### config.mk
export PLATFORM = sky130hd
export DESIGN_NAME = csi_charger_status_indicator
export DESIGN_NICKNAME = d
export VERILOG_FILES = /design/src/hdl/csi_pkg.sv /design/src/hdl/csi_charger_status_indicator.sv
export SDC_FILE = /design/constraint.sdc
export NUM_CORES = 1
export LEC_CHECK = 0
export BUFFER_PORTS_ARGS = -buffer_cell sky130_fd_sc_hd__buf_2
export CORE_MARGIN = 4
export CORE_UTILIZATION = 50
export CTS_BUF_LIST = sky130_fd_sc_hd__clkbuf_8
export CTS_CLUSTER_DIAMETER = 30
export CTS_CLUSTER_SIZE = 20
export DETAILED_ROUTE_END_ITERATION = 16
export HOLD_SLACK_MARGIN = 0.1
export PLACE_DENSITY = 0.69
export SETUP_SLACK_MARGIN = 0.2
export SLEW_MARGIN = 20
export SYNTH_ARGS = -nofsm -noshare
export SYNTH_HDL_FRONTEND = slang
export SYNTH_SLANG_ARGS = --single-unit
### constraint.sdc
create_clock -name sys_clk_in -period 6.6 [get_ports sys_clk_in]
set_clock_uncertainty 0.05 [all_clocks]
set_input_delay 0.33 -clock sys_clk_in [delete_from_list [all_inputs] [get_ports sys_clk_in]]
set_output_delay 0.33 -clock sys_clk_in [all_outputs]
set_load 0.05 [all_outputs]
### src/hdl/csi_pkg.sv
package csi_pkg;
    // ************************************************************
    // apb register map
    // ************************************************************
    localparam logic [7:0] ADDR_CTRL   = 8'h00;
    localparam logic [7:0] ADDR_STATUS = 8'h04;
    localparam logic [7:0] ADDR_IRQ    = 8'h08;
    localparam logic [7:0] ADDR_MASK   = 8'h0C;
    localparam logic [7:0] ADDR_TIMER  = 8'h10;
    localparam logic [7:0] ADDR_OSCDIV = 8'h14;
    // ctrl fields
    localparam int CTRL_SW_EN  = 0;
    localparam int CTRL_TO_EN  = 1;
    localparam int CTRL_EOC    = 2;
    localparam int CTRL_RECHG  = 3;
    localparam logic [31:0] CTRL_RESET = 32'h0000_0003;
    // irq fields
    localparam int IRQ_W        = 5;
    localparam int IRQ_TEMP     = 0;
    localparam int IRQ_REMOVE   = 1;
    localparam int IRQ_TIMEOUT  = 2;
    localparam int IRQ_START    = 3;
    localparam int IRQ_DONE     = 4;
    // ************************************************************
    // timing
    // ************************************************************
    localparam int          DIV_W       = 22;
    localparam int          FAST_TAP    = 7;
    localparam int          SLOW_TAP    = 8;
    localparam logic [31:0] OSC_DIV_DEF = 32'h0000_0064;
    localparam logic [31:0] TMR_DEF     = 32'h0040_0000;
    typedef enum logic [2:0] {CSI_OFF, CSI_CHARGE, CSI_DONE, CSI_TFAULT, CSI_REMOVED, CSI_TOFAULT} csi_state_t;
endpackage : csi_pkg

### src/hdl/csi_charger_status_indicator.sv
//Function
//- out-of-window temperature halts charge with fault; return starts fresh cycle
//- under-temperature flag sets on its set comparator, clears on clear comparator
//- over-temperature flag sets on its set comparator, clears on clear comparator
//- removal comparator high means battery absent; charging stops
//- removal clearing after insertion starts new charge cycle
//- charging status high only while charging
//- any fault stops charging, status low
//- fault cause selects eighth or ninth divider stage for first output
//- blink sources are 50% duty square waves
//- fast blink 256 oscillator periods, slow blink 512
//- first output: on charging, off done/disabled, slow temp, fast timeout
//- second output: on charging, off done/disabled, fast on any fault
//- bias output shows input power present
//- enable held low shuts down and turns bias off
//- timeout fault latches until power cycle or enable toggle
//- new cycle on reset, insertion, recharge, over-temp recovery, enable release
//
// The APB register port and the placing of the registers were chosen for this implementation.
`timescale 1ns/10ps
module csi_charger_status_indicator
(
    // clock and reset
    input  wire logic        sys_clk_in,
    input  wire logic        rst_in,
    // analog front end
    input  wire logic        power_good_in,
    input  wire logic        enable_in,
    input  wire logic        ut_set_in,
    input  wire logic        ut_clr_in,
    input  wire logic        ot_set_in,
    input  wire logic        ot_clr_in,
    input  wire logic        removed_in,
    // apb slave
    input  wire logic        psel_in,
    input  wire logic        penable_in,
    input  wire logic        pwrite_in,
    input  wire logic [7:0]  paddr_in,
    input  wire logic [31:0] pwdata_in,
    output logic      [31:0] prdata_out,
    output logic             pready_out,
    output logic             pslverr_out,
    // indication
    output logic             charging_out,
    output logic             status_output_first_out,
    output logic             status_output_first_oe_out,
    output logic             status_output_second_out,
    output logic             status_output_second_oe_out,
    output logic             bias_supply_output_out,
    output logic             irq_out
);
    // ************************************************************
    // declarations
    // ************************************************************
    csi_pkg::csi_state_t state_reg;
    csi_pkg::csi_state_t state_next;
    logic [31:0]              ctrl_reg;
    logic [31:0]              oscdiv_reg;
    logic [31:0]              timer_limit_reg;
    logic [31:0]              osc_cnt_reg;
    logic                     osc_tick;
    logic [csi_pkg::DIV_W-1:0] div_reg;
    logic [31:0]              timer_reg;
    logic                     ut_reg;
    logic                     ot_reg;
    logic                     ot_prev_reg;
    logic                     removed_prev_reg;
    logic                     enable_prev_reg;
    logic                     shutdown;
    logic                     temp_fault;
    logic                     start_evt;
    logic                     timeout_evt;
    logic [csi_pkg::IRQ_W-1:0] irq_reg;
    logic [csi_pkg::IRQ_W-1:0] mask_reg;
    logic [csi_pkg::IRQ_W-1:0] irq_set;
    logic                     wr_en;
    logic                     rd_en;
    logic                     first_next;
    logic                     second_next;

    assign wr_en = psel_in & penable_in & pwrite_in;
    assign rd_en = psel_in & penable_in & ~pwrite_in;
    assign shutdown = ~enable_in | ~ctrl_reg[csi_pkg::CTRL_SW_EN] | ~power_good_in;
    assign temp_fault = ut_reg | ot_reg;

    // ************************************************************
    // oscillator tick and divider chain
    // ************************************************************
    always_ff @(posedge sys_clk_in or posedge rst_in)
    begin
        if (rst_in)
            osc_cnt_reg <= 32'h0000_0000;
        else if (osc_tick)
            osc_cnt_reg <= 32'h0000_0000;
        else
            osc_cnt_reg <= osc_cnt_reg + 32'h0000_0001;
    end
    assign osc_tick = (osc_cnt_reg + 32'h0000_0001 >= oscdiv_reg);

    always_ff @(posedge sys_clk_in or posedge rst_in)
    begin
        if (rst_in)
            div_reg <= '0;
        else if (osc_tick)
            div_reg <= div_reg + {{(csi_pkg::DIV_W-1){1'b0}}, 1'b1};
    end

    // ************************************************************
    // temperature comparators with hysteresis
    // ************************************************************
    always_ff @(posedge sys_clk_in or posedge rst_in)
    begin
        if (rst_in)
        begin
            ut_reg           <= 1'b0;
            ot_reg           <= 1'b0;
            ot_prev_reg      <= 1'b0;
            removed_prev_reg <= 1'b0;
            enable_prev_reg  <= 1'b1;
        end
        else
        begin
            if (ut_set_in)
                ut_reg <= 1'b1;
            else if (ut_clr_in)
                ut_reg <= 1'b0;
            if (ot_set_in)
                ot_reg <= 1'b1;
            else if (ot_clr_in)
                ot_reg <= 1'b0;
            ot_prev_reg      <= ot_reg;
            removed_prev_reg <= removed_in;
            enable_prev_reg  <= ~shutdown;
        end
    end

    // new cycle sources
    assign start_evt = (~enable_prev_reg & ~shutdown)
                     | (removed_prev_reg & ~removed_in)
                     | (ot_prev_reg & ~ot_reg)
                     | (state_reg == csi_pkg::CSI_DONE && ctrl_reg[csi_pkg::CTRL_RECHG]);
    assign timeout_evt = state_reg == csi_pkg::CSI_CHARGE && ctrl_reg[csi_pkg::CTRL_TO_EN]
                       && timer_reg >= timer_limit_reg;

    // ************************************************************
    // charge state machine
    // ************************************************************
    always_comb
    begin
        state_next = state_reg;
        case (state_reg)
            csi_pkg::CSI_OFF:
                if (!shutdown)
                    state_next = csi_pkg::CSI_CHARGE;
            csi_pkg::CSI_CHARGE:
                if (timeout_evt)
                    state_next = csi_pkg::CSI_TOFAULT;
                else if (ctrl_reg[csi_pkg::CTRL_EOC])
                    state_next = csi_pkg::CSI_DONE;
            csi_pkg::CSI_DONE:
                if (start_evt)
                    state_next = csi_pkg::CSI_CHARGE;
            csi_pkg::CSI_TFAULT:
                if (!temp_fault)
                    state_next = csi_pkg::CSI_CHARGE;
            csi_pkg::CSI_REMOVED:
                if (!removed_in)
                    state_next = csi_pkg::CSI_CHARGE;
            csi_pkg::CSI_TOFAULT:
                state_next = csi_pkg::CSI_TOFAULT;
            default:
                state_next = csi_pkg::CSI_OFF;
        endcase
        if (state_reg != csi_pkg::CSI_OFF && state_reg != csi_pkg::CSI_TOFAULT
            && state_next != csi_pkg::CSI_TOFAULT)
        begin
            if (removed_in)
                state_next = csi_pkg::CSI_REMOVED;
            else if (temp_fault)
                state_next = csi_pkg::CSI_TFAULT;
            else if (start_evt && state_reg != csi_pkg::CSI_CHARGE)
                state_next = csi_pkg::CSI_CHARGE;
        end
        if (shutdown)
            state_next = csi_pkg::CSI_OFF;
    end

    always_ff @(posedge sys_clk_in or posedge rst_in)
    begin
        if (rst_in)
            state_reg <= csi_pkg::CSI_OFF;
        else
            state_reg <= state_next;
    end

    // safety timer counts oscillator periods within a cycle
    always_ff @(posedge sys_clk_in or posedge rst_in)
    begin
        if (rst_in)
            timer_reg <= 32'h0000_0000;
        else if (state_next == csi_pkg::CSI_CHARGE && state_reg != csi_pkg::CSI_CHARGE)
            timer_reg <= 32'h0000_0000;
        else if (state_reg == csi_pkg::CSI_CHARGE && osc_tick)
            timer_reg <= timer_reg + 32'h0000_0001;
    end

    // ************************************************************
    // indication outputs
    // ************************************************************
    always_comb
    begin
        first_next  = 1'b0;
        second_next = 1'b0;
        case (state_reg)
            csi_pkg::CSI_CHARGE:
            begin
                first_next  = 1'b1;
                second_next = 1'b1;
            end
            csi_pkg::CSI_TFAULT, csi_pkg::CSI_REMOVED:
            begin
                first_next  = div_reg[csi_pkg::SLOW_TAP];
                second_next = div_reg[csi_pkg::FAST_TAP];
            end
            csi_pkg::CSI_TOFAULT:
            begin
                first_next  = div_reg[csi_pkg::FAST_TAP];
                second_next = div_reg[csi_pkg::FAST_TAP];
            end
            default:
            begin
                first_next  = 1'b0;
                second_next = 1'b0;
            end
        endcase
    end

    always_ff @(posedge sys_clk_in or posedge rst_in)
    begin
        if (rst_in)
        begin
            charging_out                <= 1'b0;
            status_output_first_out     <= 1'b0;
            status_output_first_oe_out  <= 1'b0;
            status_output_second_out    <= 1'b0;
            status_output_second_oe_out <= 1'b0;
            bias_supply_output_out      <= 1'b0;
        end
        else
        begin
            charging_out                <= state_reg == csi_pkg::CSI_CHARGE;
            // open drain: pin pulled low (led on) while enabled
            status_output_first_out     <= 1'b0;
            status_output_first_oe_out  <= first_next;
            status_output_second_out    <= 1'b0;
            status_output_second_oe_out <= second_next;
            bias_supply_output_out      <= power_good_in & enable_in;
        end
    end

    // ************************************************************
    // interrupts and apb registers
    // ************************************************************
    assign irq_set[csi_pkg::IRQ_TEMP]    = state_next == csi_pkg::CSI_TFAULT && state_reg != csi_pkg::CSI_TFAULT;
    assign irq_set[csi_pkg::IRQ_REMOVE]  = state_next == csi_pkg::CSI_REMOVED && state_reg != csi_pkg::CSI_REMOVED;
    assign irq_set[csi_pkg::IRQ_TIMEOUT] = state_next == csi_pkg::CSI_TOFAULT && state_reg != csi_pkg::CSI_TOFAULT;
    assign irq_set[csi_pkg::IRQ_START]   = state_next == csi_pkg::CSI_CHARGE && state_reg != csi_pkg::CSI_CHARGE;
    assign irq_set[csi_pkg::IRQ_DONE]    = state_next == csi_pkg::CSI_DONE && state_reg != csi_pkg::CSI_DONE;

    always_ff @(posedge sys_clk_in or posedge rst_in)
    begin
        if (rst_in)
            irq_reg <= '0;
        else if (wr_en && paddr_in == csi_pkg::ADDR_IRQ)
            irq_reg <= (irq_reg & ~pwdata_in[csi_pkg::IRQ_W-1:0]) | irq_set;
        else
            irq_reg <= irq_reg | irq_set;
    end

    always_ff @(posedge sys_clk_in or posedge rst_in)
    begin
        if (rst_in)
        begin
            ctrl_reg        <= csi_pkg::CTRL_RESET;
            mask_reg        <= '0;
            timer_limit_reg <= csi_pkg::TMR_DEF;
            oscdiv_reg      <= csi_pkg::OSC_DIV_DEF;
        end
        else if (wr_en)
        begin
            if (paddr_in == csi_pkg::ADDR_CTRL)
                ctrl_reg <= pwdata_in;
            else if (paddr_in == csi_pkg::ADDR_MASK)
                mask_reg <= pwdata_in[csi_pkg::IRQ_W-1:0];
            else if (paddr_in == csi_pkg::ADDR_TIMER)
                timer_limit_reg <= pwdata_in;
            else if (paddr_in == csi_pkg::ADDR_OSCDIV)
                oscdiv_reg <= pwdata_in;
        end
    end

    always_ff @(posedge sys_clk_in or posedge rst_in)
    begin
        if (rst_in)
        begin
            prdata_out  <= 32'h0000_0000;
            pready_out  <= 1'b0;
            pslverr_out <= 1'b0;
            irq_out     <= 1'b0;
        end
        else
        begin
            irq_out     <= |(irq_reg & mask_reg);
            pready_out  <= psel_in & ~penable_in;
            pslverr_out <= 1'b0;
            if (psel_in && !penable_in && !pwrite_in)
            begin
                if (paddr_in == csi_pkg::ADDR_CTRL)
                    prdata_out <= ctrl_reg;
                else if (paddr_in == csi_pkg::ADDR_STATUS)
                    prdata_out <= {26'h000_0000, ut_reg, ot_reg, removed_in, 3'(state_reg)};
                else if (paddr_in == csi_pkg::ADDR_IRQ)
                    prdata_out <= {27'h000_0000, irq_reg};
                else if (paddr_in == csi_pkg::ADDR_MASK)
                    prdata_out <= {27'h000_0000, mask_reg};
                else if (paddr_in == csi_pkg::ADDR_TIMER)
                    prdata_out <= timer_limit_reg;
                else if (paddr_in == csi_pkg::ADDR_OSCDIV)
                    prdata_out <= oscdiv_reg;
                else
                    prdata_out <= 32'h0000_0000;
            end
            else if (!rd_en)
                prdata_out <= 32'h0000_0000;
        end
    end
endmodule : csi_charger_status_indicator

Yosys cells after proc, flatten, opt, wreduce, memory -nomap -nowiden
Index checks and enable logic that the tools add are counted.
- $add $sub $neg: 3
- $lt $le $gt $ge: 2
- equality and inequality tests: 22
- multiplexer cells: 30
- bitwise gates (word level): 31
- reduce and logical (&&, ||, !) cells: 30
- operators with widths (operator ; number):
    2-to-1 mux 32 bit ; 11
    adder 32 x 1 -> 32 bit, second input constant ; 2
    greater-or-equal comparator 32 bit ; 2
    2-to-1 mux 3 bit ; 11
    adder 22 x 1 -> 22 bit, second input constant ; 1
    case mux 3 bit (6 select lines) ; 1
    == test 8 x 4 -> 1 bit, second input constant ; 2
    == test 8 x 5 -> 1 bit, second input constant ; 2
    logical AND 1 bit ; 15
    == test 3 x 2 -> 1 bit, second input constant ; 4
    == test 3 bit, second input constant ; 4
    inverter 1 bit ; 12
    AND 5 bit ; 2
    OR 5 bit ; 2
    inequality test 3 bit, second input constant ; 3
    AND 1 bit ; 8
    == test 8 x 3 -> 1 bit, second input constant ; 1
    logical NOT 8 bit ; 1
    == test 3 x 1 -> 1 bit, second input constant ; 2
    inequality test 3 x 2 -> 1 bit, second input constant ; 2
    OR 1 bit ; 6
    nonzero test 2 bit ; 3
    2-to-1 mux 5 bit ; 1
    inverter 5 bit ; 1
    other kinds (15) ; 19
- bits in registers: 238
- input bits: 52
- output and inout port bits: 41
- logic and storage cells: 139

Depth between registers and ports, before layout
Gate-level depths: netlist of the first run.
- depth after elaboration: 19
- depth in mapped cells: 16
- gate-level depth less buffers: 14

Least setup slack after synthesis of the first run
No wires, ideal clock.
- path type: register -> register
- from: reg osc_cnt_reg[2]
- to: reg div_reg[7] (netlist bit)
- setup time: 132 ps
- arrival: 3426 ps
- data required time: 6418 ps
- path slack: 2992 ps
- cell stages (with the launch flop): 17
- path buffers: 2
- clock period less this slack: 3608 ps
- cell sequence: dfrtp_1 -> and4_1 -> nand4_1 -> nor2_1 -> nand3_1 -> or4_1 -> xnor2_1 -> ha_1 -> o211ai_1 -> nor2_1 -> a211oi_1 -> o31a_1 -> o21a_1 -> buf_2 -> clkbuf_1 -> nor3_1 -> xor2_1
- cells in the longest elaborated chain, start to end: 2
- ends and longest elaborated chain (element ; RTL line ; source):
    start: declaration ; csi_charger_status_indicator.sv:60 ; logic [31:0] osc_cnt_reg;
    start signal: assignment ; csi_charger_status_indicator.sv:96 ; osc_cnt_reg <= osc_cnt_reg + 32'h0000_0001;
    adder 32 x 1 -> 32 bit ; csi_charger_status_indicator.sv:98 ; assign osc_tick = (osc_cnt_reg + 32'h0000_0001 >= oscdiv_reg);
    greater-or-equal comparator 32 bit ; csi_charger_status_indicator.sv:98 ;
    end signal: assignment ; csi_charger_status_indicator.sv:105 ; div_reg <= div_reg + {{(csi_pkg::DIV_W-1){1'b0}}, 1'b1};
    end: declaration ; csi_charger_status_indicator.sv:62 ; logic [csi_pkg::DIV_W-1:0] div_reg;
Every way passes these cells.
A chain may end at the register's enable or synchronous reset.

Worst setup path after layout of the first run
- from: reg osc_cnt_reg[2]
- to: reg timer_reg[12]
- cells in the longest elaborated chain, start to end: 4
- ends and longest elaborated chain (element ; RTL line ; source):
    adder 32 x 1 -> 32 bit ; csi_charger_status_indicator.sv:98 ;
    greater-or-equal comparator 32 bit ; csi_charger_status_indicator.sv:98 ;
    logical AND 1 bit ; csi_charger_status_indicator.sv:203 ; else if (state_reg == csi_pkg::CSI_CHARGE && osc_tick)
    nonzero test 2 bit (no line) ; - ;
    end signal: assignment ; csi_charger_status_indicator.sv:204 ; timer_reg <= timer_reg + 32'h0000_0001;
    end: declaration ; csi_charger_status_indicator.sv:63 ; logic [31:0] timer_reg;
Every way passes these cells.

==> flow_summary.html, run 1 <==
<table>
<tr><th>Metric</th><th>Value</th></tr>
<tr><th colspan="2">Status</th></tr>
<tr><td>Run status</td><td>completed</td></tr>
<tr><th colspan="2">Power</th></tr>
<tr><td>Total power draw</td><td>between 3 and 4 mW</td></tr>
<tr><td>Worst vdd ir</td><td>~0.17 mV</td></tr>
<tr><td>Lkg Pwr</td><td>between 6 and 7 nW</td></tr>
<tr><td>Power Density</td><td>roughly 260 nW/um^2</td></tr>
<tr><th colspan="2">Timing</th></tr>
<tr><td>Setup repair after global routing missed its margin</td><td>false</td></tr>
<tr><td>TNS Setup</td><td>0 ps</td></tr>
<tr><td>Time the final worst path needs with I/O delays and setup</td><td>4680 ps</td></tr>
<tr><td>Actual slew at the worst max-slew pin</td><td>roughly 1000 ps</td></tr>
<tr><td>Headroom to the max-slew limit</td><td>32.0%</td></tr>
<tr><td>Number of max-slew violations in the final report</td><td>0</td></tr>
<tr><td>Final setup violating endpoints</td><td>0</td></tr>
<tr><td>Fraction of the cycle the final worst path needs</td><td>a little under three quarters</td></tr>
<tr><td>Achievable clock frequency</td><td>213 MHz</td></tr>
<tr><td>Least setup slack across all paths after layout</td><td>approximately 1900 ps</td></tr>
<tr><td>Final Hold Violating Endpoints</td><td>0</td></tr>
<tr><th colspan="2">Synth</th></tr>
<tr><td>Top_reg_cell synth</td><td>sky130_fd_sc_hd__dfrtp_1</td></tr>
<tr><td>Post-Synthesis Mean Instance Area</td><td>9.88 um^2</td></tr>
<tr><td>Asr flop ratio synth</td><td>100%</td></tr>
<tr><td>Number of synthesized flops with an enable pin</td><td>0</td></tr>
<tr><td>Mapped Cells</td><td>approximately 1200</td></tr>
<tr><td>Synthesis-stage register bit count</td><td>225</td></tr>
<tr><td>Synth warn</td><td>0</td></tr>
<tr><td>Cell area after synthesis</td><td>between 10000 and 15000 um^2</td></tr>
<tr><td>Number of distinct library cell variants in the gate-level netlist after synthesis</td><td>69</td></tr>
<tr><td>Sequential-to-total area share from yosys stat</td><td>47.0%</td></tr>
<tr><th colspan="2">Clock tree</th></tr>
<tr><td>Root Driver</td><td>sky130_fd_sc_hd__clkbuf_8</td></tr>
<tr><td>Number of H-tree levels</td><td>2</td></tr>
<tr><td>Clock-pin slew of the registers on the worst-case setup and hold paths</td><td>approximately 60 ps</td></tr>
<tr><td>Latest clock arrival within the worst-skew pair</td><td>between 500 and 600 ps</td></tr>
<tr><td>CTS tree</td><td>yes</td></tr>
<tr><td>Largest buffer count on any clock path</td><td>3</td></tr>
<tr><td>Number of buffers inserted during clock tree synthesis</td><td>48</td></tr>
<tr><td>Number of clock sinks seen by CTS</td><td>between 200 and 250</td></tr>
<tr><td>CTS resizes</td><td>0</td></tr>
<tr><td>Hold buffer count at cts</td><td>between 40 and 50</td></tr>
<tr><td>Post-CTS Setup Inserts</td><td>0</td></tr>
<tr><th colspan="2">Die</th></tr>
<tr><td>Core ar.</td><td>23500 um^2</td></tr>
<tr><td>Die area</td><td>around 27000 um^2</td></tr>
<tr><td>Chip height</td><td>roughly 160 um</td></tr>
<tr><td>Die W</td><td>between 150 and 200 um</td></tr>
<tr><td>Initial core utilization</td><td>about half</td></tr>
<tr><td>I/O pin count</td><td>93</td></tr>
<tr><td>Row cnt</td><td>56</td></tr>
<tr><th colspan="2">Layout</th></tr>
<tr><td>Multi-input gate area in the final layout</td><td>5800 um^2</td></tr>
<tr><td>Post-layout util</td><td>60.8%</td></tr>
<tr><td>Final net count</td><td>about 1500</td></tr>
<tr><td>Layout fillers</td><td>roughly 2000</td></tr>
<tr><td>Layout cell share with drive strength beyond 1</td><td>between 10% and 20%</td></tr>
<tr><td>Antenna Cells</td><td>0</td></tr>
<tr><td>Count of placed standard cells in the final layout, fillers left out</td><td>~1700</td></tr>
<tr><td>Reg area</td><td>roughly 5600 um^2</td></tr>
<tr><td>Area added between synthesis and finish</td><td>19.3%</td></tr>
<tr><th colspan="2">Min path</th></tr>
<tr><td>Endpoint of the worst hold path</td><td>prdata_out[0]</td></tr>
<tr><td>Class of the most critical hold timing path</td><td>in -&gt; reg</td></tr>
<tr><td>Startpoint of the most critical hold path</td><td>paddr_in[4]</td></tr>
<tr><td>Hold Path Stages</td><td>4</td></tr>
<tr><th colspan="2">Worst setup path</th></tr>
<tr><td>Critical Path Slowest Stage Cell</td><td>sky130_fd_sc_hd__o21a_2</td></tr>
<tr><td>Setup crit end kind</td><td>flip-flop</td></tr>
<tr><td>Flop-to-flop setup slack</td><td>approximately 1900 ps</td></tr>
<tr><td>Endpoint required time on the critical path</td><td>between 6000 and 7000 ps</td></tr>
<tr><td>Endpoint of the lowest-slack register-to-register path</td><td>timer_reg[12]</td></tr>
<tr><td>Buf/Inv on CP</td><td>1</td></tr>
<tr><td>CP Cell Sequence</td><td>and4_1, nand4_1, nor2_1, nand3_1, or4_1, xnor2_1, ha_1, o211ai_1, nor2_1, a211oi_1, o31a_1, o21a_2, buf_4, or4_1, a21oi_1</td></tr>
<tr><td>Largest stage delay on the critical path</td><td>between 600 and 700 ps</td></tr>
<tr><td>Cell type group with the largest total delay on the critical path</td><td>simple AND/OR/NAND/NOR gates</td></tr>
<tr><td>Origin of the critical flop-to-flop path</td><td>osc_cnt_reg[2]</td></tr>
<tr><td>Setup Crit Path Kind</td><td>reg -&gt; reg</td></tr>
<tr><td>Category of the worst setup path launch point</td><td>flip-flop</td></tr>
<tr><td>Endpoint arrival time on the critical path</td><td>approximately 5000 ps</td></tr>
<tr><td>Worst reg2reg path depth</td><td>15</td></tr>
<tr><td>Highest fanout seen on the critical path</td><td>a little under 50</td></tr>
<tr><th colspan="2">Global route</th></tr>
<tr><td>Initial antenna violation count</td><td>0</td></tr>
<tr><td>Maximum number of pins on one net before global-route repair</td><td>71</td></tr>
<tr><td>Overall routing resource usage</td><td>23.5%</td></tr>
<tr><td>Wire length of the first global-routing pass</td><td>slightly above 50000 um</td></tr>
<tr><td>Gr ovfl total</td><td>0</td></tr>
<tr><td>Via count of the first global-routing pass</td><td>approximately 9600</td></tr>
<tr><th colspan="2">Detailed routing</th></tr>
<tr><td>Routed WL per cell</td><td>18.0 um</td></tr>
<tr><td>Detailed-route DRC error count</td><td>0</td></tr>
<tr><td>Post-detailed-routing wire length</td><td>30700 um</td></tr>
<tr><td>TritonRoute pass-1 iters</td><td>6</td></tr>
<tr><td>Starting DRC count in detailed routing</td><td>roughly 770</td></tr>
<tr><td>Vias per inst</td><td>roughly 5.7</td></tr>
<tr><td>Vias</td><td>9695</td></tr>
<tr><td>Post-route ant nets</td><td>0</td></tr>
<tr><th colspan="2">Placed design</th></tr>
<tr><td>Number of instances in the placed design</td><td>between 1500 and 2000</td></tr>
<tr><td>Number of input and output port buffers inserted</td><td>between 80 and 90</td></tr>
<tr><td>Gpl congestion</td><td>0.928</td></tr>
<tr><td>Placement-stage worst setup slack</td><td>between 2000 and 2500 ps</td></tr>
<tr><td>Detailed Place HPWL</td><td>between 20000 and 25000 um</td></tr>
<tr><th colspan="2">Job</th></tr>
<tr><td>Max Cap Viol</td><td>0</td></tr>
</table>
[worst max path at each step]
stage                        start       endpoint  slack [ps]  depth (start not counted)
floorplan           osc_cnt_reg[2]     div_reg[7]        2990                         16
global placement    osc_cnt_reg[2]  timer_reg[13]        2270                         15
detailed placement  osc_cnt_reg[2]  timer_reg[19]        2040                         15
CTS                 osc_cnt_reg[2]  timer_reg[19]        1970                         15
global route        osc_cnt_reg[2]  timer_reg[12]        1630                         15
finish              osc_cnt_reg[2]  timer_reg[12]        1920                         15
[layer usage]
metal	GRT usage [%]	part of all wire, %	vias up
met5	0	0	-
met4	5.72	1.8	0
met3	3.70	4.5	55
met2	38.1	47	289
met1	33.2	46	4731
li1	-	-	4620
[tightest hold or removal path, delay by kind of cell]
kind | cells | cell delay, ps
and+or+nand+nor | 1 | 90
AOI/OAI and AO/OA | 2 | 220
buffers and inverters | 1 | 110
[cells by family (layout without fill, tap and decap cells)]
logic type      count (synthesis)  in the layout  synth area share [%]
buf+inv                       143            311                  4.87
xor+xnor                       38             38                  2.77
compound gates                267            267                  13.9
flops                         225            225                  47.0
fa+ha+maj                      67             67                  6.98
mux                            81             81                  7.47
simple gates                  393            393                  17.0
other cells                     1              3                0.0312
[per-stage QoR]
stage	hold slack [ps]	cell area, um^2
global placement	403	12700
floorplan	311	12000
global route	229	14300
finish	201	14300
detailed placement	407	12700
CTS	175	14300
[synth_stat cells (34+ instances only)]
| library cell | count | area (um^2) |
|---|---|---|
| sky130_fd_sc_hd__a21oi_1 | 61 | 305 |
| sky130_fd_sc_hd__nand4_1 | 37 | 231 |
| sky130_fd_sc_hd__mux2_2 | 34 | 383 |
| sky130_fd_sc_hd__o21ai_0 | 91 | 455 |
| sky130_fd_sc_hd__and2_1 | 42 | 263 |
| sky130_fd_sc_hd__mux2_1 | 35 | 394 |
| sky130_fd_sc_hd__nand2_1 | 129 | 484 |
| sky130_fd_sc_hd__ha_1 | 67 | 838 |
| sky130_fd_sc_hd__nand3_1 | 40 | 200 |
| sky130_fd_sc_hd__dfrtp_1 | 218 | 5460 |
| sky130_fd_sc_hd__nor2_1 | 50 | 188 |
| sky130_fd_sc_hd__clkbuf_1 | 41 | 154 |
| sky130_fd_sc_hd__inv_1 | 79 | 297 |
[layout make-up]
type                       count  area share [%]
clock buffer                  54            5.19
clock inverter                33            3.25
inverter                      80            2.12
multi-input combinational    849            40.5
sequential                   225            39.4
tap                          319            2.79
timing repair buffer         144            6.73
[power by group]
| group | leakage [nW] | internal, mW | switching, mW |
|---|---|---|---|
| Sequential | 2.85 | 1.42 | 0.0355 |
| Combinational | 3.34 | 0.132 | 0.305 |
| Clock | 0.603 | 1.20 | 0.665 |
[placed cells by master (no fill, tap or decap), types with 9 or more instances in the layout]
cell / n
sky130_fd_sc_hd__mux2i_1: 12
sky130_fd_sc_hd__buf_4: 13
sky130_fd_sc_hd__clkbuf_8: 54
sky130_fd_sc_hd__ha_1: 67
sky130_fd_sc_hd__xor2_1: 10
sky130_fd_sc_hd__or4_1: 17
sky130_fd_sc_hd__clkinvlp_4: 9
sky130_fd_sc_hd__o31ai_1: 14
sky130_fd_sc_hd__nor3_1: 18
sky130_fd_sc_hd__nand2b_1: 9
sky130_fd_sc_hd__xnor2_1: 28
sky130_fd_sc_hd__buf_2: 89
sky130_fd_sc_hd__nand2_1: 129
sky130_fd_sc_hd__dlygate4sd3_1: 42
sky130_fd_sc_hd__a21oi_1: 61
sky130_fd_sc_hd__dfrtp_1: 218
sky130_fd_sc_hd__mux2_2: 34
sky130_fd_sc_hd__nand3_1: 40
sky130_fd_sc_hd__a22oi_1: 31
sky130_fd_sc_hd__and3_1: 14
sky130_fd_sc_hd__clkinv_2: 10
sky130_fd_sc_hd__nand4_1: 37
sky130_fd_sc_hd__bufinv_16: 11
sky130_fd_sc_hd__mux2_1: 35
sky130_fd_sc_hd__inv_1: 80
sky130_fd_sc_hd__o21ai_0: 90
sky130_fd_sc_hd__nor2_1: 49
sky130_fd_sc_hd__and2_1: 42
No activity file was read; power rests on OpenSTA's default activity.
==> run 2: changes to the inputs <==
==> constraint.sdc (replaced) <==
create_clock -name sys_clk_in -period 4.3 [get_ports sys_clk_in]
set_clock_uncertainty 0.05 [all_clocks]
set_input_delay 0.215 -clock sys_clk_in [delete_from_list [all_inputs] [get_ports sys_clk_in]]
set_output_delay 0.215 -clock sys_clk_in [all_outputs]
set_load 0.05 [all_outputs]
==> run 2 against run 1 <==
Clock power grew 44%. Sequential power grew 53%. Worst hold slack lost 68 ps. First-iteration DRC count grew 3.1%. Critical path type unchanged. Critical endpoint is now timer_reg[17].
==> flow_summary.html, run 2 (same netlist as run 1, synthesis figures left out) <==
<table>
<tr><th>Metric</th><th>Value</th></tr>
<tr><th colspan="2">Status</th></tr>
<tr><td>Run status</td><td>completed</td></tr>
<tr><th colspan="2">Worst setup path</th></tr>
<tr><td>Worst reg2reg path depth</td><td>14 (-1)</td></tr>
<tr><td>Largest stage delay on the critical path</td><td>500 ps (-160 ps)</td></tr>
<tr><td>Endpoint arrival time on the critical path</td><td>4330 ps (-680 ps)</td></tr>
<tr><td>Setup crit end kind</td><td>flip-flop</td></tr>
<tr><td>Origin of the critical flop-to-flop path</td><td>osc_cnt_reg[2]</td></tr>
<tr><td>Cell type group with the largest total delay on the critical path</td><td>simple AND/OR/NAND/NOR gates</td></tr>
<tr><td>Endpoint required time on the critical path</td><td>4730 ps (-2200 ps)</td></tr>
<tr><td>Category of the worst setup path launch point</td><td>flip-flop</td></tr>
<tr><td>Buf/Inv on CP</td><td>1 (unchanged)</td></tr>
<tr><td>Highest fanout seen on the critical path</td><td>20 (-59%)</td></tr>
<tr><td>Setup Crit Path Kind</td><td>reg -&gt; reg</td></tr>
<tr><td>Critical Path Slowest Stage Cell</td><td>sky130_fd_sc_hd__or4_1</td></tr>
<tr><td>Endpoint of the lowest-slack register-to-register path</td><td>timer_reg[17]</td></tr>
<tr><td>Flop-to-flop setup slack</td><td>400 ps (-1510 ps)</td></tr>
<tr><td>CP Cell Sequence</td><td>and4_1, nand4_1, or2_4, nor3_1, xor2_1, ha_1, o211ai_1, a22oi_1, nand2_1, a211o_1, o21a_4, clkbuf_16, or4_1, a21oi_1</td></tr>
<tr><th colspan="2">Placed design</th></tr>
<tr><td>Number of input and output port buffers inserted</td><td>89 (unchanged)</td></tr>
<tr><td>Gpl congestion</td><td>0.890 (-4.1%)</td></tr>
<tr><td>Detailed Place HPWL</td><td>21700 um (+2.4%)</td></tr>
<tr><td>Number of instances in the placed design</td><td>1582 (+0.44%)</td></tr>
<tr><th colspan="2">Clock tree</th></tr>
<tr><td>Largest buffer count on any clock path</td><td>3 (unchanged)</td></tr>
<tr><td>Root Driver</td><td>sky130_fd_sc_hd__clkbuf_8</td></tr>
<tr><td>Clock-pin slew of the registers on the worst-case setup and hold paths</td><td>60 ps (about the same)</td></tr>
<tr><td>Number of clock sinks seen by CTS</td><td>225 (unchanged)</td></tr>
<tr><td>Number of H-tree levels</td><td>2 (unchanged)</td></tr>
<tr><td>Number of buffers inserted during clock tree synthesis</td><td>51 (+6.3%)</td></tr>
<tr><td>CTS tree</td><td>yes</td></tr>
<tr><td>Latest clock arrival within the worst-skew pair</td><td>570 ps (about the same)</td></tr>
<tr><th colspan="2">Power</th></tr>
<tr><td>Sw Share</td><td>28.4% (+1.7 points)</td></tr>
<tr><td>Cell-internal power</td><td>4.11 mW (+50%)</td></tr>
<tr><td>Power Density</td><td>398 nW/um^2 (+52%)</td></tr>
<tr><td>Share of power burned in registers</td><td>39.0% (about the same)</td></tr>
<tr><td>Lkg Pwr</td><td>6.87 nW (+1.2%)</td></tr>
<tr><td>Part of the total power dissipated in the clock network</td><td>46.7% (-2.8 points)</td></tr>
<tr><td>Worst vdd ir</td><td>0.220 mV (+26%)</td></tr>
<tr><td>Net switching power</td><td>1.63 mW (+63%)</td></tr>
<tr><td>Power share of the combinational group</td><td>14.3% (+2.7 points)</td></tr>
<tr><th colspan="2">Global route</th></tr>
<tr><td>Maximum number of pins on one net before global-route repair</td><td>110 (+55%)</td></tr>
<tr><td>Initial antenna violation count</td><td>0 (unchanged)</td></tr>
<tr><td>Gr ovfl total</td><td>0 (unchanged)</td></tr>
<tr><td>Overall routing resource usage</td><td>24.1% (+0.64 points)</td></tr>
<tr><td>Wire length of the first global-routing pass</td><td>51300 um (+1.3%)</td></tr>
<tr><td>Via count of the first global-routing pass</td><td>9719 (+1.5%)</td></tr>
<tr><th colspan="2">Timing</th></tr>
<tr><td>Final setup violating endpoints</td><td>0 (unchanged)</td></tr>
<tr><td>Number of max-slew violations in the final report</td><td>0 (unchanged)</td></tr>
<tr><td>Fraction of the cycle the final worst path needs</td><td>90.6% (+20 points)</td></tr>
<tr><td>Headroom to the max-slew limit</td><td>36.3% (+4.2 points)</td></tr>
<tr><td>Setup repair after global routing missed its margin</td><td>false</td></tr>
<tr><td>TNS Setup</td><td>0 ps (unchanged)</td></tr>
<tr><td>Achievable clock frequency</td><td>257 MHz (+20%)</td></tr>
<tr><td>Final Hold Violating Endpoints</td><td>0 (unchanged)</td></tr>
<tr><td>Actual slew at the worst max-slew pin</td><td>956 ps (-59.8 ps)</td></tr>
<tr><td>Time the final worst path needs with I/O delays and setup</td><td>3900 ps (-787 ps)</td></tr>
<tr><th colspan="2">Die</th></tr>
<tr><td>I/O pin count</td><td>93 (unchanged)</td></tr>
<tr><td>Chip height</td><td>163 um (unchanged)</td></tr>
<tr><td>Die area</td><td>26600 um^2 (unchanged)</td></tr>
<tr><td>Initial core utilization</td><td>51.0% (unchanged)</td></tr>
<tr><td>Core ar.</td><td>23500 um^2 (unchanged)</td></tr>
<tr><td>Row cnt</td><td>56 (unchanged)</td></tr>
<tr><td>Die W</td><td>163 um (unchanged)</td></tr>
<tr><th colspan="2">Detailed routing</th></tr>
<tr><td>Starting DRC count in detailed routing</td><td>796 (+3.1%)</td></tr>
<tr><td>Vias per inst</td><td>5.69 (about the same)</td></tr>
<tr><td>Detailed-route DRC error count</td><td>0 (unchanged)</td></tr>
<tr><td>Post-detailed-routing wire length</td><td>31700 um (+3.4%)</td></tr>
<tr><td>TritonRoute pass-1 iters</td><td>5 (-1)</td></tr>
<tr><td>Routed WL per cell</td><td>18.4 um (+2.3%)</td></tr>
<tr><td>Vias</td><td>9791 (+0.99%)</td></tr>
<tr><td>Post-route ant nets</td><td>0 (unchanged)</td></tr>
<tr><th colspan="2">Layout</th></tr>
<tr><td>Area added between synthesis and finish</td><td>20.3%</td></tr>
<tr><td>Final net count</td><td>1480 (+0.89%)</td></tr>
<tr><td>Commonest non-fill, non-tap cell in the layout</td><td>sky130_fd_sc_hd__dfrtp_1</td></tr>
<tr><td>Antenna Cells</td><td>0 (unchanged)</td></tr>
<tr><td>Layout cell share with drive strength beyond 1</td><td>18.5% (+0.84 points)</td></tr>
<tr><td>Highest-count cells in the layout ignoring fill and taps</td><td>218 x sky130_fd_sc_hd__dfrtp_1, 129 x sky130_fd_sc_hd__nand2_1, 90 x sky130_fd_sc_hd__o21ai_0</td></tr>
<tr><td>Reg area</td><td>5640 um^2 (unchanged)</td></tr>
<tr><td>Count of placed standard cells in the final layout, fillers left out</td><td>1722 (+1.1%)</td></tr>
<tr><td>Layout fillers</td><td>1964 (-0.71%)</td></tr>
<tr><td>Multi-input gate area in the final layout</td><td>5830 um^2 (+0.41%)</td></tr>
<tr><th colspan="2">Job</th></tr>
<tr><td>Max Cap Viol</td><td>0 (unchanged)</td></tr>
<tr><th colspan="2">Min path</th></tr>
<tr><td>Hold Path Stages</td><td>3 (-1)</td></tr>
<tr><td>Endpoint of the worst hold path</td><td>prdata_out[18]</td></tr>
<tr><td>Class of the most critical hold timing path</td><td>in -&gt; reg</td></tr>
<tr><td>Startpoint of the most critical hold path</td><td>pwrite_in</td></tr>
</table>
==> run 2: cell count changes in the layout (fill, tap and decap cells not counted), moves of 3 or more <==
cell                        delta
sky130_fd_sc_hd__buf_4         +5
sky130_fd_sc_hd__clkinv_2      -4
sky130_fd_sc_hd__inv_1         +6
sky130_fd_sc_hd__inv_6         +3
sky130_fd_sc_hd__clkinv_4      +3
sky130_fd_sc_hd__buf_12        +3
sky130_fd_sc_hd__clkbuf_8      +7
sky130_fd_sc_hd__bufinv_16     -6
==> run 2: worst min-delay path: stages <==
cell,delay (ps)
sky130_fd_sc_hd__buf_2,130
sky130_fd_sc_hd__nor2b_2,130
sky130_fd_sc_hd__a22o_1,220
==> run 2: what timing repair did <==
action,in CTS,in global routing
endpoints found under the hold margin,331,0
buffers inserted,0,1
endpoints found under the setup margin,1,46
gates cloned,0,1
gates resized for setup,1,4
hold buffers,43,0
pin swaps,0,2
==> run 2: area by class of cell <==
| class | count | area share, % |
|---|---|---|
| tap | 319 | 2.76 |
| sequential | 225 | 39.1 |
| inverter | 80 | 2.11 |
| clock inverter | 34 | 2.31 |
| timing repair buffer | 154 | 7.59 |
| clock buffer | 61 | 5.81 |
| multi-input combinational | 849 | 40.4 |
==> run 2: metal layers <==
layer | GRT usage, % | share of wire [%] | up-vias
met5 | 0 | 0 | -
met4 | 9.23 | 2.7 | 0
met3 | 4.33 | 5.3 | 66
met2 | 38.4 | 47 | 292
met1 | 33.0 | 45 | 4776
li1 | - | - | 4657
==> run 2: power groups by stage <==
stage / sequential (mW) / combinational, mW / clock, mW
floorplan: 2.27 / 0.442 / 0
global placement: 2.27 / 0.695 / 0
detailed placement: 2.28 / 0.707 / 0
CTS: 2.24 / 0.749 / 2.74
global route: 2.25 / 0.907 / 2.85
finish: 2.24 / 0.823 / 2.68
==> run 2: worst max path at each step <==
| stage | startpoint | cells past startpoint | endpoint | slack (ps) |
|---|---|---|---|---|
| floorplan | osc_cnt_reg[2] | 16 | div_reg[7] | 690 |
| global placement | osc_cnt_reg[2] | 16 | div_reg[7] | 430 |
| detailed placement | osc_cnt_reg[2] | 16 | timer_reg[20] | 190 |
| CTS | osc_cnt_reg[2] | 16 | timer_reg[20] | 270 |
| global route | osc_cnt_reg[2] | 14 | timer_reg[12] | 210 |
| finish | osc_cnt_reg[2] | 14 | timer_reg[17] | 400 |
==> run 2: through the flow <==
step	cell area [um^2]	util [%]	power [mW]	hold WS, ps	setup WS, ps
after floorplan	12000	-	2.71	196	692
final	14400	61.3	5.75	133	403
after CTS	14400	61.1	5.73	106	275
after detailed placement	12800	54.3	2.98	90.2	188
after global placement	12800	54.3	2.97	85.4	433
after global routing	14400	61.3	6.01	118	208
==> run 3: changes to the inputs <==
--- a/config.mk
+++ b/config.mk
@@ -6,14 +6,16 @@
 export NUM_CORES = 1
 export LEC_CHECK = 0
 export BUFFER_PORTS_ARGS = -buffer_cell sky130_fd_sc_hd__buf_2
+export CELL_PAD_IN_SITES_DETAIL_PLACEMENT = 0
+export CELL_PAD_IN_SITES_GLOBAL_PLACEMENT = 1
 export CORE_MARGIN = 4
-export CORE_UTILIZATION = 50
+export CORE_UTILIZATION = 44
 export CTS_BUF_LIST = sky130_fd_sc_hd__clkbuf_8
 export CTS_CLUSTER_DIAMETER = 30
 export CTS_CLUSTER_SIZE = 20
 export DETAILED_ROUTE_END_ITERATION = 16
 export HOLD_SLACK_MARGIN = 0.1
-export PLACE_DENSITY = 0.69
+export PLACE_DENSITY = 0.76
 export SETUP_SLACK_MARGIN = 0.2
 export SLEW_MARGIN = 20
 export SYNTH_ARGS = -nofsm -noshare
==> run 3 against run 2 <==
Non-clock buffer count decreased by 7. Cell count rose by 1.3%. Die area up 13%. Global-route usage down 2.6 points. Via count is 2.0% lower. Critical path depth rose by 1. Sequential share of layout area is 0.34 points lower. Power rose by 5.3%. Largest cell class unchanged. Highest routed layer unchanged.
==> flow_summary.html, run 3 (same netlist as run 1, synthesis figures left out) <==
<table>
<tr><th>Metric</th><th>Value</th></tr>
<tr><th colspan="2">Timing</th></tr>
<tr><td>TNS Setup</td><td>0 ps (unchanged)</td></tr>
<tr><td>Setup repair after global routing missed its margin</td><td>false</td></tr>
<tr><td>Achievable clock frequency</td><td>257 MHz (about the same)</td></tr>
<tr><td>Fraction of the cycle the final worst path needs</td><td>90.6% (about the same)</td></tr>
<tr><td>Actual slew at the worst max-slew pin</td><td>1030 ps (+72.7 ps)</td></tr>
<tr><td>Time the final worst path needs with I/O delays and setup</td><td>3890 ps (-2.58 ps)</td></tr>
<tr><td>Number of max-slew violations in the final report</td><td>0 (unchanged)</td></tr>
<tr><td>Headroom to the max-slew limit</td><td>31.4% (-4.8 points)</td></tr>
<tr><td>Final Hold Violating Endpoints</td><td>0 (unchanged)</td></tr>
<tr><td>Least setup slack across all paths after layout</td><td>405 ps (+2.58 ps)</td></tr>
<tr><td>Final setup violating endpoints</td><td>0 (unchanged)</td></tr>
<tr><th colspan="2">Layout</th></tr>
<tr><td>Multi-input gate area in the final layout</td><td>5820 um^2 (-0.15%)</td></tr>
<tr><td>Commonest non-fill, non-tap cell in the layout</td><td>sky130_fd_sc_hd__dfrtp_1</td></tr>
<tr><td>Final net count</td><td>1476 (-0.27%)</td></tr>
<tr><td>Reg area</td><td>5640 um^2 (unchanged)</td></tr>
<tr><td>Highest-count cells in the layout ignoring fill and taps</td><td>218 x sky130_fd_sc_hd__dfrtp_1, 129 x sky130_fd_sc_hd__nand2_1, 90 x sky130_fd_sc_hd__o21ai_0</td></tr>
<tr><td>Layout cell share with drive strength beyond 1</td><td>18.7% (+0.21 points)</td></tr>
<tr><td>Area added between synthesis and finish</td><td>21.3%</td></tr>
<tr><td>Antenna Cells</td><td>0 (unchanged)</td></tr>
<tr><td>Layout fillers</td><td>2412 (+23%)</td></tr>
<tr><th colspan="2">Power</th></tr>
<tr><td>Worst vdd ir</td><td>0.286 mV (+30%)</td></tr>
<tr><td>Power Density</td><td>416 nW/um^2 (+4.4%)</td></tr>
<tr><td>Lkg Pwr</td><td>6.89 nW (+0.27%)</td></tr>
<tr><th colspan="2">Detailed routing</th></tr>
<tr><td>Detailed-route DRC error count</td><td>0 (unchanged)</td></tr>
<tr><td>Starting DRC count in detailed routing</td><td>568 (-29%)</td></tr>
<tr><td>TritonRoute pass-1 iters</td><td>5 (unchanged)</td></tr>
<tr><td>Vias</td><td>9591 (-2.0%)</td></tr>
<tr><td>Routed WL per cell</td><td>18.4 um (-0.19%)</td></tr>
<tr><td>Vias per inst</td><td>5.50 (-3.3%)</td></tr>
<tr><td>Post-route ant nets</td><td>0 (unchanged)</td></tr>
<tr><td>Post-detailed-routing wire length</td><td>32100 um (+1.1%)</td></tr>
<tr><th colspan="2">Clock tree</th></tr>
<tr><td>Number of clock sinks seen by CTS</td><td>225 (unchanged)</td></tr>
<tr><td>Largest buffer count on any clock path</td><td>3 (unchanged)</td></tr>
<tr><td>Root Driver</td><td>sky130_fd_sc_hd__clkbuf_8</td></tr>
<tr><td>Latest clock arrival within the worst-skew pair</td><td>590 ps (+20 ps)</td></tr>
<tr><td>Number of buffers inserted during clock tree synthesis</td><td>54 (+5.9%)</td></tr>
<tr><td>CTS tree</td><td>yes</td></tr>
<tr><td>Clock-pin slew of the registers on the worst-case setup and hold paths</td><td>60 ps (about the same)</td></tr>
<tr><td>Number of H-tree levels</td><td>2 (unchanged)</td></tr>
<tr><th colspan="2">Die</th></tr>
<tr><td>Chip height</td><td>173 um (+6.3%)</td></tr>
<tr><td>Row cnt</td><td>60 (+7.1%)</td></tr>
<tr><td>I/O pin count</td><td>93 (unchanged)</td></tr>
<tr><td>Die area</td><td>30000 um^2 (+13%)</td></tr>
<tr><td>Die W</td><td>173 um (+6.3%)</td></tr>
<tr><td>Core ar.</td><td>26900 um^2 (+14%)</td></tr>
<tr><td>Initial core utilization</td><td>44.7% (-6.3 points)</td></tr>
<tr><th colspan="2">Worst setup path</th></tr>
<tr><td>Category of the worst setup path launch point</td><td>flip-flop</td></tr>
<tr><td>Number of logic stages on the critical path including buffering</td><td>15 (+1)</td></tr>
<tr><td>Timing startpoint of the critical path</td><td>osc_cnt_reg[2]</td></tr>
<tr><td>Largest stage delay on the critical path</td><td>520 ps (+20 ps)</td></tr>
<tr><td>CP Cell Sequence</td><td>and4_1, nand4_1, nor2_4, and3_1, nand3_1, xnor2_1, ha_1, o21ai_0, o211ai_1, nand2_1, a211o_1, o21a_2, buf_12, or4_1, a21oi_1</td></tr>
<tr><td>Endpoint of the lowest-slack register-to-register path</td><td>timer_reg[31]</td></tr>
<tr><td>Buf/Inv on CP</td><td>1 (unchanged)</td></tr>
<tr><td>Worst reg2reg path depth</td><td>15 (+1)</td></tr>
<tr><td>Endpoint arrival time on the critical path</td><td>4330 ps (about the same)</td></tr>
<tr><td>Endpoint required time on the critical path</td><td>4740 ps (about the same)</td></tr>
<tr><td>Cell type group with the largest total delay on the critical path</td><td>simple AND/OR/NAND/NOR gates</td></tr>
<tr><td>Flop-to-flop setup slack</td><td>410 ps (about the same)</td></tr>
<tr><td>Origin of the critical flop-to-flop path</td><td>osc_cnt_reg[2]</td></tr>
<tr><td>Critical Path Slowest Stage Cell</td><td>sky130_fd_sc_hd__or4_1</td></tr>
<tr><td>Setup crit end kind</td><td>flip-flop</td></tr>
<tr><td>Highest fanout seen on the critical path</td><td>64 (+220%)</td></tr>
<tr><td>Setup Crit Path Kind</td><td>reg -&gt; reg</td></tr>
<tr><td>CP endpoint</td><td>timer_reg[31]</td></tr>
<tr><th colspan="2">Job</th></tr>
<tr><td>Max Cap Viol</td><td>0 (unchanged)</td></tr>
<tr><th colspan="2">Placed design</th></tr>
<tr><td>Placement-stage worst setup slack</td><td>329 ps (+140 ps)</td></tr>
<tr><td>Detailed Place HPWL</td><td>22000 um (+1.5%)</td></tr>
<tr><td>Number of input and output port buffers inserted</td><td>89 (unchanged)</td></tr>
<tr><td>Gpl congestion</td><td>0.901 (+1.3%)</td></tr>
<tr><th colspan="2">Status</th></tr>
<tr><td>Run status</td><td>completed</td></tr>
<tr><th colspan="2">Global route</th></tr>
<tr><td>Wire length of the first global-routing pass</td><td>53000 um (+3.2%)</td></tr>
<tr><td>Maximum number of pins on one net before global-route repair</td><td>172 (+56%)</td></tr>
<tr><td>Gr ovfl total</td><td>0 (unchanged)</td></tr>
<tr><td>Overall routing resource usage</td><td>21.5% (-2.6 points)</td></tr>
<tr><td>Via count of the first global-routing pass</td><td>9733 (+0.14%)</td></tr>
<tr><td>Initial antenna violation count</td><td>0 (unchanged)</td></tr>
<tr><th colspan="2">Min path</th></tr>
<tr><td>Startpoint of the most critical hold path</td><td>paddr_in[1]</td></tr>
<tr><td>Class of the most critical hold timing path</td><td>in -&gt; reg</td></tr>
</table>
run 3: final cells by class:
cell class	count	area share (%)
flip-flops and latches	225	38.7
multi-input cells	849	40.0
repair buffers	147	7.04
inverters	80	2.09
well taps	341	2.93
clock inverters	48	4.16
clock buffers	54	5.10
run 3: per-stage QoR:
stage	total power, mW	instances	cell area [um^2]	util [%]	hold slack [ps]
after CTS	6.13	1744	14500	54.1	116
after global placement	2.96	1599	12800	47.5	343
final	6.05	1744	14600	54.2	164
after global routing	6.34	1744	14600	54.2	176
after floorplan	2.71	1217	12000	-	196
after detailed placement	2.97	1599	12800	47.5	350
run 3: routing by layer:
layer | part of all wire [%] | global-route usage, %
met1 | 46 | 29.7
met2 | 47 | 34.8
met3 | 4.2 | 3.65
met4 | 2.4 | 6.85
met5 | 0 | 0
run 3: worst min path at each step:
stage                       end  cells past startpoint
2_1_floorplan  removed_prev_reg                      0
3_3_place_gp             ot_reg                      2
3_5_place_dp             ot_reg                      2
4_1_cts           prdata_out[0]                      4
5_1_grt           prdata_out[0]                      4
6_report          prdata_out[0]                      4
run 3: tightest hold or removal path: stages:
cell	delay [ps]
sky130_fd_sc_hd__buf_2	130
sky130_fd_sc_hd__nor3_1	110
sky130_fd_sc_hd__a21oi_1	200
sky130_fd_sc_hd__o21ai_0	100
run 3: what timing repair did:
item,in CTS,in global routing
resized for setup,0,4
setup buffers,0,0
hold buffers,43,0
endpoints found under the setup margin,0,30
endpoints found under the hold margin,334,0
run 3: power breakdown:
part / internal [mW] / switching, mW / total [mW]
Combinational: 0.239 / 0.482 / 0.722
Clock: 1.91 / 1.18 / 3.09
Sequential: 2.19 / 0.0548 / 2.24
Total: 4.34 / 1.72 / 6.05
